==> src/design/pbm_params.svh <==
// Purpose: Offsets, field positions, reset values and timing counts of the
//          basic mode control block.
// Assumes: 200 MHz aclk, AXI4-Lite register access.
// Notes:   Functional notes follow.
`ifndef PBM_PARAMS_SVH
`define PBM_PARAMS_SVH

`define PBM_ADDR_BMC      8'h00
`define PBM_ADDR_STAT     8'h04

`define PBM_BIT_RESET     15
`define PBM_BIT_LOOP      14
`define PBM_BIT_SPEED     13
`define PBM_BIT_AN_EN     12
`define PBM_BIT_PDOWN     11
`define PBM_BIT_ISO       10
`define PBM_BIT_RESTART   9
`define PBM_BIT_DUPLEX    8
`define PBM_BIT_COLTEST   7

`define PBM_BMC_RESET     16'h0000

`define PBM_RESP_OKAY     2'h0
`define PBM_RESP_SLVERR   2'h2

`define PBM_CLK_NS        5
`define PBM_BIT_NS        10
`define PBM_COL_ON_BITS   512
`define PBM_COL_OFF_BITS  4
`define PBM_COL_ON_CYC    ((`PBM_COL_ON_BITS * `PBM_BIT_NS) / `PBM_CLK_NS)
`define PBM_COL_OFF_CYC   ((`PBM_COL_OFF_BITS * `PBM_BIT_NS) / `PBM_CLK_NS)
`define PBM_SRST_NS       1000
`define PBM_SRST_CYC      ((`PBM_SRST_NS + `PBM_CLK_NS - 1) / `PBM_CLK_NS)

`endif

==> src/design/pbm_pkg.sv <==
// Purpose: Types shared by the basic mode control block.
// Assumes: Constants live in pbm_params.svh.
// Notes:   Structs carry grouped signals between the modules.
package pbm_pkg;

    typedef struct packed {
        logic loopback;
        logic speed_100;
        logic an_enable;
        logic power_down;
        logic isolate;
        logic restart;
        logic duplex;
        logic col_test;
    } pbm_ctrl_t;

    typedef struct packed {
        logic        fire;
        logic [7:0]  addr;
        logic [31:0] data;
        logic [3:0]  strb;
    } pbm_wr_t;

    typedef enum logic [1:0] {
        PBM_LOAD,
        PBM_RUN,
        PBM_SRST
    } pbm_state_t;

endpackage

==> src/design/pbm_axil_slave.sv <==
// Purpose: AXI4-Lite slave front end for the control registers.
// Assumes: One write and one read outstanding at most.
// Notes:   Unmapped offsets answer SLVERR and read zero.
`timescale 1ns/1ps
`include "pbm_params.svh"
module pbm_axil_slave
    import pbm_pkg::*;
(
    input  wire logic        aclk,
    input  wire logic        aresetn,
    input  wire logic [7:0]  s_axil_awaddr,
    input  wire logic        s_axil_awvalid,
    output logic             s_axil_awready,
    input  wire logic [31:0] s_axil_wdata,
    input  wire logic [3:0]  s_axil_wstrb,
    input  wire logic        s_axil_wvalid,
    output logic             s_axil_wready,
    output logic [1:0]       s_axil_bresp,
    output logic             s_axil_bvalid,
    input  wire logic        s_axil_bready,
    input  wire logic [7:0]  s_axil_araddr,
    input  wire logic        s_axil_arvalid,
    output logic             s_axil_arready,
    output logic [31:0]      s_axil_rdata,
    output logic [1:0]       s_axil_rresp,
    output logic             s_axil_rvalid,
    input  wire logic        s_axil_rready,
    output pbm_wr_t          wr,
    output logic [7:0]       rd_addr,
    input  wire logic [31:0] rd_data
);
    logic        aw_held;
    logic        w_held;
    logic [7:0]  aw_addr;
    logic [31:0] w_data;
    logic [3:0]  w_strb;
    logic        next_aw_held;
    logic        next_w_held;
    logic [7:0]  next_aw_addr;
    logic [31:0] next_w_data;
    logic [3:0]  next_w_strb;
    logic        next_awready;
    logic        next_wready;
    logic        next_bvalid;
    logic [1:0]  next_bresp;
    logic        next_arready;
    logic        next_rvalid;
    logic [31:0] next_rdata;
    logic [1:0]  next_rresp;

    function automatic logic pbm_mapped(input logic [7:0] a);
        return (a == `PBM_ADDR_BMC) || (a == `PBM_ADDR_STAT);
    endfunction

    assign rd_addr = s_axil_araddr;

    always_comb begin
        next_aw_held = aw_held;
        next_w_held  = w_held;
        next_aw_addr = aw_addr;
        next_w_data  = w_data;
        next_w_strb  = w_strb;
        next_bvalid  = s_axil_bvalid;
        next_bresp   = s_axil_bresp;
        wr.fire      = aw_held && w_held && !s_axil_bvalid;
        wr.addr      = aw_addr;
        wr.data      = w_data;
        wr.strb      = w_strb;
        if (s_axil_awvalid && s_axil_awready) begin
            next_aw_held = 1'b1;
            next_aw_addr = s_axil_awaddr;
        end
        if (s_axil_wvalid && s_axil_wready) begin
            next_w_held = 1'b1;
            next_w_data = s_axil_wdata;
            next_w_strb = s_axil_wstrb;
        end
        if (s_axil_bvalid && s_axil_bready) begin
            next_bvalid = 1'b0;
        end
        if (wr.fire) begin
            next_aw_held = 1'b0;
            next_w_held  = 1'b0;
            next_bvalid  = 1'b1;
            next_bresp   = pbm_mapped(aw_addr) ? `PBM_RESP_OKAY : `PBM_RESP_SLVERR;
        end
        next_awready = !next_aw_held && !next_bvalid;
        next_wready  = !next_w_held && !next_bvalid;
    end

    always_comb begin
        next_rvalid = s_axil_rvalid;
        next_rdata  = s_axil_rdata;
        next_rresp  = s_axil_rresp;
        if (s_axil_rvalid && s_axil_rready) begin
            next_rvalid = 1'b0;
        end
        if (s_axil_arvalid && s_axil_arready) begin
            next_rvalid = 1'b1;
            next_rdata  = pbm_mapped(s_axil_araddr) ? rd_data : 32'h00000000;
            next_rresp  = pbm_mapped(s_axil_araddr) ? `PBM_RESP_OKAY : `PBM_RESP_SLVERR;
        end
        next_arready = !next_rvalid;
    end

    always_ff @(posedge aclk) begin
        if (!aresetn) begin
            aw_held        <= 1'b0;
            w_held         <= 1'b0;
            aw_addr        <= 8'h00;
            w_data         <= 32'h00000000;
            w_strb         <= 4'h0;
            s_axil_awready <= 1'b0;
            s_axil_wready  <= 1'b0;
            s_axil_bvalid  <= 1'b0;
            s_axil_bresp   <= 2'h0;
            s_axil_arready <= 1'b0;
            s_axil_rvalid  <= 1'b0;
            s_axil_rdata   <= 32'h00000000;
            s_axil_rresp   <= 2'h0;
        end else begin
            aw_held        <= next_aw_held;
            w_held         <= next_w_held;
            aw_addr        <= next_aw_addr;
            w_data         <= next_w_data;
            w_strb         <= next_w_strb;
            s_axil_awready <= next_awready;
            s_axil_wready  <= next_wready;
            s_axil_bvalid  <= next_bvalid;
            s_axil_bresp   <= next_bresp;
            s_axil_arready <= next_arready;
            s_axil_rvalid  <= next_rvalid;
            s_axil_rdata   <= next_rdata;
            s_axil_rresp   <= next_rresp;
        end
    end

endmodule

==> src/design/pbm_col_test.sv <==
// Purpose: Collision test loop from TX_EN to COL.
// Assumes: tx_en synchronous to aclk.
// Notes:   COL follows TX_EN one cycle later, well inside both limits.
`timescale 1ns/1ps
`include "pbm_params.svh"
module pbm_col_test (
    input  wire logic aclk,
    input  wire logic aresetn,
    input  wire logic active,
    input  wire logic tx_en,
    output logic      col
);
    localparam int COL_ON_MAX  = `PBM_COL_ON_CYC;
    localparam int COL_OFF_MAX = `PBM_COL_OFF_CYC;
    // Check window capped at 1000 cycles; still tighter than the allowed limit
    localparam int COL_ON_WIN  = (COL_ON_MAX > 1000) ? 1000 : COL_ON_MAX;

    logic next_col;

    always_comb begin
        next_col = active && tx_en;
    end

    always_ff @(posedge aclk) begin
        if (!aresetn) begin
            col <= 1'b0;
        end else begin
            col <= next_col;
        end
    end
endmodule

==> src/design/pbm_top.sv <==
// Purpose: Basic mode control register of one PHY port with its effects.
// Assumes: Negotiation engine acknowledges a restart on an_start_ack.
// Notes:   Straps are sampled on the first cycle after reset release.
//
// Chosen here: the AXI4-Lite slave port.
`timescale 1ns/1ps
`include "pbm_params.svh"
module pbm_top
    import pbm_pkg::*;
(
    input  wire logic        aclk,
    input  wire logic        aresetn,
    input  wire logic [7:0]  s_axil_awaddr,
    input  wire logic        s_axil_awvalid,
    output logic             s_axil_awready,
    input  wire logic [31:0] s_axil_wdata,
    input  wire logic [3:0]  s_axil_wstrb,
    input  wire logic        s_axil_wvalid,
    output logic             s_axil_wready,
    output logic [1:0]       s_axil_bresp,
    output logic             s_axil_bvalid,
    input  wire logic        s_axil_bready,
    input  wire logic [7:0]  s_axil_araddr,
    input  wire logic        s_axil_arvalid,
    output logic             s_axil_arready,
    output logic [31:0]      s_axil_rdata,
    output logic [1:0]       s_axil_rresp,
    output logic             s_axil_rvalid,
    input  wire logic        s_axil_rready,
    input  wire logic        strap_an_enable,
    input  wire logic        strap_speed_100,
    input  wire logic        strap_full_duplex,
    input  wire logic        power_down_pin_n,
    input  wire logic        an_speed_100,
    input  wire logic        an_full_duplex,
    input  wire logic        an_start_ack,
    input  wire logic        tx_en,
    output logic             an_enable,
    output logic             an_restart,
    output logic             speed_100,
    output logic             full_duplex,
    output logic             power_down,
    output logic             mii_isolate,
    output logic             loopback,
    output logic             col
);
    pbm_wr_t     wr;
    logic [7:0]  rd_addr;
    logic [31:0] rd_data;
    pbm_ctrl_t   ctrl;
    pbm_ctrl_t   next_ctrl;
    pbm_state_t  state;
    pbm_state_t  next_state;
    logic [7:0]  srst_cnt;
    logic [7:0]  next_srst_cnt;
    logic        next_an_enable;
    logic        next_an_restart;
    logic        next_speed_100;
    logic        next_full_duplex;
    logic        next_power_down;
    logic        next_mii_isolate;
    logic        next_loopback;
    logic        col_active;
    logic        bmc_wr;
    logic [15:0] bmc_rd;
    logic [15:0] stat_rd;

    pbm_axil_slave u_slave (
        .aclk           (aclk),
        .aresetn        (aresetn),
        .s_axil_awaddr  (s_axil_awaddr),
        .s_axil_awvalid (s_axil_awvalid),
        .s_axil_awready (s_axil_awready),
        .s_axil_wdata   (s_axil_wdata),
        .s_axil_wstrb   (s_axil_wstrb),
        .s_axil_wvalid  (s_axil_wvalid),
        .s_axil_wready  (s_axil_wready),
        .s_axil_bresp   (s_axil_bresp),
        .s_axil_bvalid  (s_axil_bvalid),
        .s_axil_bready  (s_axil_bready),
        .s_axil_araddr  (s_axil_araddr),
        .s_axil_arvalid (s_axil_arvalid),
        .s_axil_arready (s_axil_arready),
        .s_axil_rdata   (s_axil_rdata),
        .s_axil_rresp   (s_axil_rresp),
        .s_axil_rvalid  (s_axil_rvalid),
        .s_axil_rready  (s_axil_rready),
        .wr             (wr),
        .rd_addr        (rd_addr),
        .rd_data        (rd_data)
    );

    assign bmc_wr = wr.fire && (wr.addr == `PBM_ADDR_BMC);

    // Read view of the control word; low seven bits are always zero
    always_comb begin
        bmc_rd                    = `PBM_BMC_RESET;
        bmc_rd[`PBM_BIT_RESET]    = (state != PBM_RUN);
        bmc_rd[`PBM_BIT_LOOP]     = ctrl.loopback;
        bmc_rd[`PBM_BIT_SPEED]    = ctrl.speed_100;
        bmc_rd[`PBM_BIT_AN_EN]    = ctrl.an_enable;
        bmc_rd[`PBM_BIT_PDOWN]    = ctrl.power_down || !power_down_pin_n;
        bmc_rd[`PBM_BIT_ISO]      = ctrl.isolate;
        bmc_rd[`PBM_BIT_RESTART]  = ctrl.restart;
        bmc_rd[`PBM_BIT_DUPLEX]   = ctrl.duplex;
        bmc_rd[`PBM_BIT_COLTEST]  = ctrl.col_test;
    end

    // Status word: effective port state
    always_comb begin
        stat_rd    = 16'h0000;
        stat_rd[0] = speed_100;
        stat_rd[1] = full_duplex;
        stat_rd[2] = power_down;
        stat_rd[3] = mii_isolate;
        stat_rd[4] = (state != PBM_RUN);
        stat_rd[5] = an_restart;
        stat_rd[6] = !power_down_pin_n;
    end

    always_comb begin
        rd_data = 32'h00000000;
        if (rd_addr == `PBM_ADDR_BMC) begin
            rd_data[15:0] = bmc_rd;
        end else if (rd_addr == `PBM_ADDR_STAT) begin
            rd_data[15:0] = stat_rd;
        end
    end

    // Control word, strap loading and software reset sequencing
    always_comb begin
        next_ctrl     = ctrl;
        next_state    = state;
        next_srst_cnt = srst_cnt;
        if (ctrl.restart && an_start_ack) begin
            next_ctrl.restart = 1'b0;
        end
        case (state)
            PBM_LOAD: begin
                next_ctrl           = '0;
                next_ctrl.an_enable = strap_an_enable;
                next_ctrl.speed_100 = strap_speed_100;
                next_ctrl.duplex    = strap_full_duplex;
                next_state          = PBM_RUN;
            end
            PBM_SRST: begin
                next_srst_cnt = srst_cnt - 8'h01;
                if (srst_cnt == 8'h00) begin
                    next_state = PBM_LOAD;
                end
            end
            PBM_RUN: begin
                if (bmc_wr && wr.strb[1]) begin
                    next_ctrl.loopback   = wr.data[`PBM_BIT_LOOP];
                    next_ctrl.speed_100  = wr.data[`PBM_BIT_SPEED];
                    next_ctrl.an_enable  = wr.data[`PBM_BIT_AN_EN];
                    next_ctrl.power_down = wr.data[`PBM_BIT_PDOWN];
                    next_ctrl.isolate    = wr.data[`PBM_BIT_ISO];
                    next_ctrl.duplex     = wr.data[`PBM_BIT_DUPLEX];
                    // A new restart wins over a same-cycle acknowledge
                    if (wr.data[`PBM_BIT_RESTART] && wr.data[`PBM_BIT_AN_EN]) begin
                        next_ctrl.restart = 1'b1;
                    end
                    if (wr.data[`PBM_BIT_RESET]) begin
                        next_state    = PBM_SRST;
                        next_srst_cnt = 8'(`PBM_SRST_CYC - 1);
                    end
                end
                if (bmc_wr && wr.strb[0]) begin
                    next_ctrl.col_test = wr.data[`PBM_BIT_COLTEST];
                end
            end
            default: begin
                next_state = PBM_LOAD;
            end
        endcase
        if (!next_ctrl.an_enable) begin
            next_ctrl.restart = 1'b0;
        end
    end

    always_ff @(posedge aclk) begin
        if (!aresetn) begin
            ctrl     <= '0;
            state    <= PBM_LOAD;
            srst_cnt <= 8'h00;
        end else begin
            ctrl     <= next_ctrl;
            state    <= next_state;
            srst_cnt <= next_srst_cnt;
        end
    end

    // Effective port controls, registered toward the datapath
    always_comb begin
        next_an_enable   = next_ctrl.an_enable;
        next_power_down  = next_ctrl.power_down || !power_down_pin_n;
        next_mii_isolate = next_ctrl.isolate;
        next_loopback    = next_ctrl.loopback;
        next_an_restart  = next_ctrl.restart && !next_power_down;
        if (next_ctrl.an_enable) begin
            next_speed_100   = an_speed_100;
            next_full_duplex = an_full_duplex;
        end else begin
            next_speed_100   = next_ctrl.speed_100;
            next_full_duplex = next_ctrl.duplex;
        end
        col_active = next_ctrl.col_test && !next_power_down && !next_ctrl.isolate;
    end

    always_ff @(posedge aclk) begin
        if (!aresetn) begin
            an_enable   <= 1'b0;
            an_restart  <= 1'b0;
            speed_100   <= 1'b0;
            full_duplex <= 1'b0;
            power_down  <= 1'b0;
            mii_isolate <= 1'b0;
            loopback    <= 1'b0;
        end else begin
            an_enable   <= next_an_enable;
            an_restart  <= next_an_restart;
            speed_100   <= next_speed_100;
            full_duplex <= next_full_duplex;
            power_down  <= next_power_down;
            mii_isolate <= next_mii_isolate;
            loopback    <= next_loopback;
        end
    end

    pbm_col_test u_col (
        .aclk    (aclk),
        .aresetn (aresetn),
        .active  (col_active),
        .tx_en   (tx_en),
        .col     (col)
    );
endmodule

==> config.mk <==
export PLATFORM = sky130hd
export DESIGN_NAME = pbm_top
export DESIGN_NICKNAME = d
export VERILOG_FILES = /design/src/design/pbm_pkg.sv /design/src/design/pbm_axil_slave.sv /design/src/design/pbm_col_test.sv /design/src/design/pbm_top.sv
export VERILOG_INCLUDE_DIRS = /design/src /design/src/design
export SDC_FILE = /design/constraint.sdc
export NUM_CORES = 1
export LEC_CHECK = 0
export BUFFER_PORTS_ARGS = -buffer_cell sky130_fd_sc_hd__buf_4
export CORE_ASPECT_RATIO = 0.8
export CORE_MARGIN = 2
export CORE_UTILIZATION = 31
export CTS_CLUSTER_DIAMETER = 30
export CTS_CLUSTER_SIZE = 10
export DETAILED_ROUTE_END_ITERATION = 8
export GPL_ROUTABILITY_DRIVEN = 0
export SLEW_MARGIN = 20
export SYNTH_ARGS = -nofsm -noshare
export SYNTH_HDL_FRONTEND = slang
export SYNTH_SLANG_ARGS = --single-unit
==> constraint.sdc <==
create_clock -name aclk -period 1.92 [get_ports aclk]
set_input_delay 0.48 -clock aclk [delete_from_list [all_inputs] [get_ports aclk]]
set_output_delay 0.48 -clock aclk [all_outputs]
set_load 0.01 [all_outputs]
==> impl_metrics.json <==
{
  "wl_met3_um": 365,
  "drtIter0Drc": 104,
  "tritoncts": "done",
  "grt_start_max_net_pins": 27,
  "arrival_ns": 2.07,
  "async_flop_share_pct": 0,
  "critPathMaxFanout": 6,
  "met1_length_um": 3380,
  "cp_slowest_stage_delay_ns": 0.41,
  "hold_path.class": "in2reg",
  "status": "finished clean",
  "max_cap_violations": 0,
  "reg2reg_slack_ns": 0.10,
  "floorplan.rows": 31,
  "skew_ns": 0.006541,
  "final_cells": 533,
  "synth_top_area_share_pct": 46.19,
  "synthDistinctLibCells": 51,
  "peakVddDrop_uv": 380.5,
  "num-fill-cells": 920,
  "multi_input_area_um2": 1420,
  "mostFrequentLayoutCells": "85 x buf_4, 68 x nand2_1, 67 x dfxtp_1",
  "hold_viol": 0,
  "clk_pin_slew_worst_paths_ns": 0.06,
  "drcViolationCount": 0,
  "grt_setup_unrepaired": "false",
  "antenna_cells": 0,
  "route.antenna.remaining_nets": 0,
  "hpwlAfterDp_um": 5332,
  "drt_wl_total_um": 7050,
  "dp.cells": 516,
  "rr_endpoint": "full_duplex",
  "worstHoldStart": "s_axil_awaddr[7]",
  "die_w_um": 112.2,
  "coreArea_um2": 9076,
  "cp-start-kind": "flop",
  "met2_length_um": 3196,
  "grt-ovfl-total": 0,
  "power.leakage_nw": 1.602,
  "first_pass_iters": 4,
  "required_ns": 2.17,
  "cp-end-kind": "flop",
  "ios": 116,
  "fp.dieH_um": 90.57,
  "antenna_found_initial": 0,
  "syn_area_per_cell_um2": 8.695,
  "fin_ws_ns": 0.1039,
  "hold-path-cell-count": 3,
  "pre_cts_ws_ns": -0.2085,
  "finalSetupViolCount": 0,
  "slew_headroom_pct": 55.41,
  "syn_to_final_growth_pct": 34.17,
  "clockBufferDepth": 2,
  "rr_startpoint": "u_slave.aw_addr[4]",
  "period_needed_ns": 1.816,
  "synth_edf_count": 0,
  "avgRoutedWirePerCell_um": 13.23,
  "start_util_pct": 32.00,
  "synth_ff_type": "dfxtp_1",
  "grt_pass1_vias": 2505,
  "crit_family": "simple AND/OR/NAND/NOR gates",
  "port_buffers": 72,
  "r2r_cells": 6,
  "ys_ff_latch": 67,
  "top_layer": "met4",
  "synth_area_um2": 2904,
  "nets": 482,
  "yosysWarnings": 0,
  "die_area_um2": 10160,
  "grt_usage_pct": 14.39,
  "final_common_cell": "buf_4",
  "root_buffer": "clkbuf_16",
  "synthTopCellsByArea": "dfxtp_1 46%, nand2_1 8.8%, a21boi_0 6.7%",
  "min_to": "u_slave.aw_addr[7]",
  "report.final.slew_viol_count": 0,
  "hold_ws_ns": 0.4001,
  "vias_per_cell": 4.687,
  "cp_cell_sequence": "nor4_4 -> buf_4 -> nand4_4 -> and3_4 -> or3b_4 -> o22ai_2",
  "grt_pass1_wl_um": 11790,
  "power.density_nw_per_um2": 914.4,
  "period_share_pct": 94.59,
  "clock_sinks": 67,
  "cts_inserted_buffers": 9,
  "netlist_instances": 334,
  "yosysTopAreaCell": "dfxtp_1",
  "final_layout_size_suffix_gt1_share_pct": 27.03,
  "register_area_um2": 1341,
  "clock_latency_ns": 0.33,
  "ys_seq_area_share_pct": 46.19,
  "timing.fmax_mhz": 550.6,
  "dr_total_vias": 2498,
  "tightest_slew_ns": 0.6644,
  "htree_levels": 3,
  "critPathKind": "reg2reg",
  "final_util_pct": 42.93,
  "timing.critical_path.buf_inv": 1,
  "fin_tns_setup_ns": 0,
  "slowest_stage": "or3b_4"
}
==> registers in the layout, indices dropped and copies added (netlist names), 2 cells and up <==
| name | cells |
|---|---|
| srst_cnt | 8 |
| u_slave.aw_addr | 8 |
| state | 2 |
| u_slave.w_data | 9 |
| u_slave.w_strb | 2 |
| u_slave.s_axil_rdata | 16 |
| bmc_rd | 4 |
==> synth_stat cells (all sizes together), types with 2 or more instances <==
master  instances
o21ai           6
nand2          68
dfxtp          67
a31oi           5
a21boi         26
xnor2           5
nor2           19
buf            19
nor3            8
xor2            2
nor4            4
a21oi           9
and3            4
nand3b          4
nand2b          3
o22ai           4
inv             7
or4             2
clkbuf         15
nor2b          13
a22oi           8
ha              2
nand4           4
nor3b           3
nand3           2
and2            9
==> metal layers <==
layer  global-route usage (%)  vias up
met4                    5.285        0
met2                    22.99       56
met1                    18.29     1165
met5                        0        -
met3                    4.430       10
li1                         -     1267
==> stage by stage <==
step / power, mW / cell area (um^2)
after floorplan: 1.682 / 2968
after global placement: 1.799 / 3546
after detailed placement: 1.802 / 3546
after CTS: 3.591 / 3872
after global routing: 3.693 / 3896
final: 3.563 / 3896
==> kinds of logic after synthesis <==
kind of cell	share of synthesized area (%)
compound gates	15.34
xor+xnor	2.111
fa+ha+maj	0.8616
buf+inv	7.669
flops	46.19
mux	0.3447
other cells	0.1291
simple gates	27.36
==> power by group <==
part / switching, mW / internal, mW
sequential: 0.0342 / 1.44
clock: 0.638 / 1.15
combinational: 0.157 / 0.150
==> worst max path at each step <==
stage / depth (start not counted) / to / startpoint
4_1_cts: 5 / speed_100 / u_slave.aw_addr[0]
3_5_place_dp: 6 / u_slave.s_axil_rdata[15] / s_axil_araddr[5]
5_1_grt: 7 / an_restart / u_slave.aw_addr[4]
2_1_floorplan: 5 / u_slave.s_axil_rdata[11] / s_axil_araddr[5]
3_3_place_gp: 6 / u_slave.s_axil_rdata[15] / s_axil_araddr[5]
6_report: 6 / full_duplex / u_slave.aw_addr[4]
==> final cells by class <==
type                       count  area share (%)
clock buffer                   9           5.780
inverter                       7          0.6744
clock inverter                 7           2.601
timing repair buffer          85           16.38
multi-input combinational    243           36.45
tap                          115           3.693
sequential                    67           34.43
==> timing repair <==
item / CTS / global route
buffers inserted: 0 / 1
hold buffers: 0 / 0
gates resized for setup: 0 / 3
setup endpoints to repair: 0 / 5
==> tightest hold or removal path: stages <==
cell	delay (ns)
buf_4	0.11
nand2_1	0.04
a21boi_0	0.06
(Power assumes the default switching activity.)
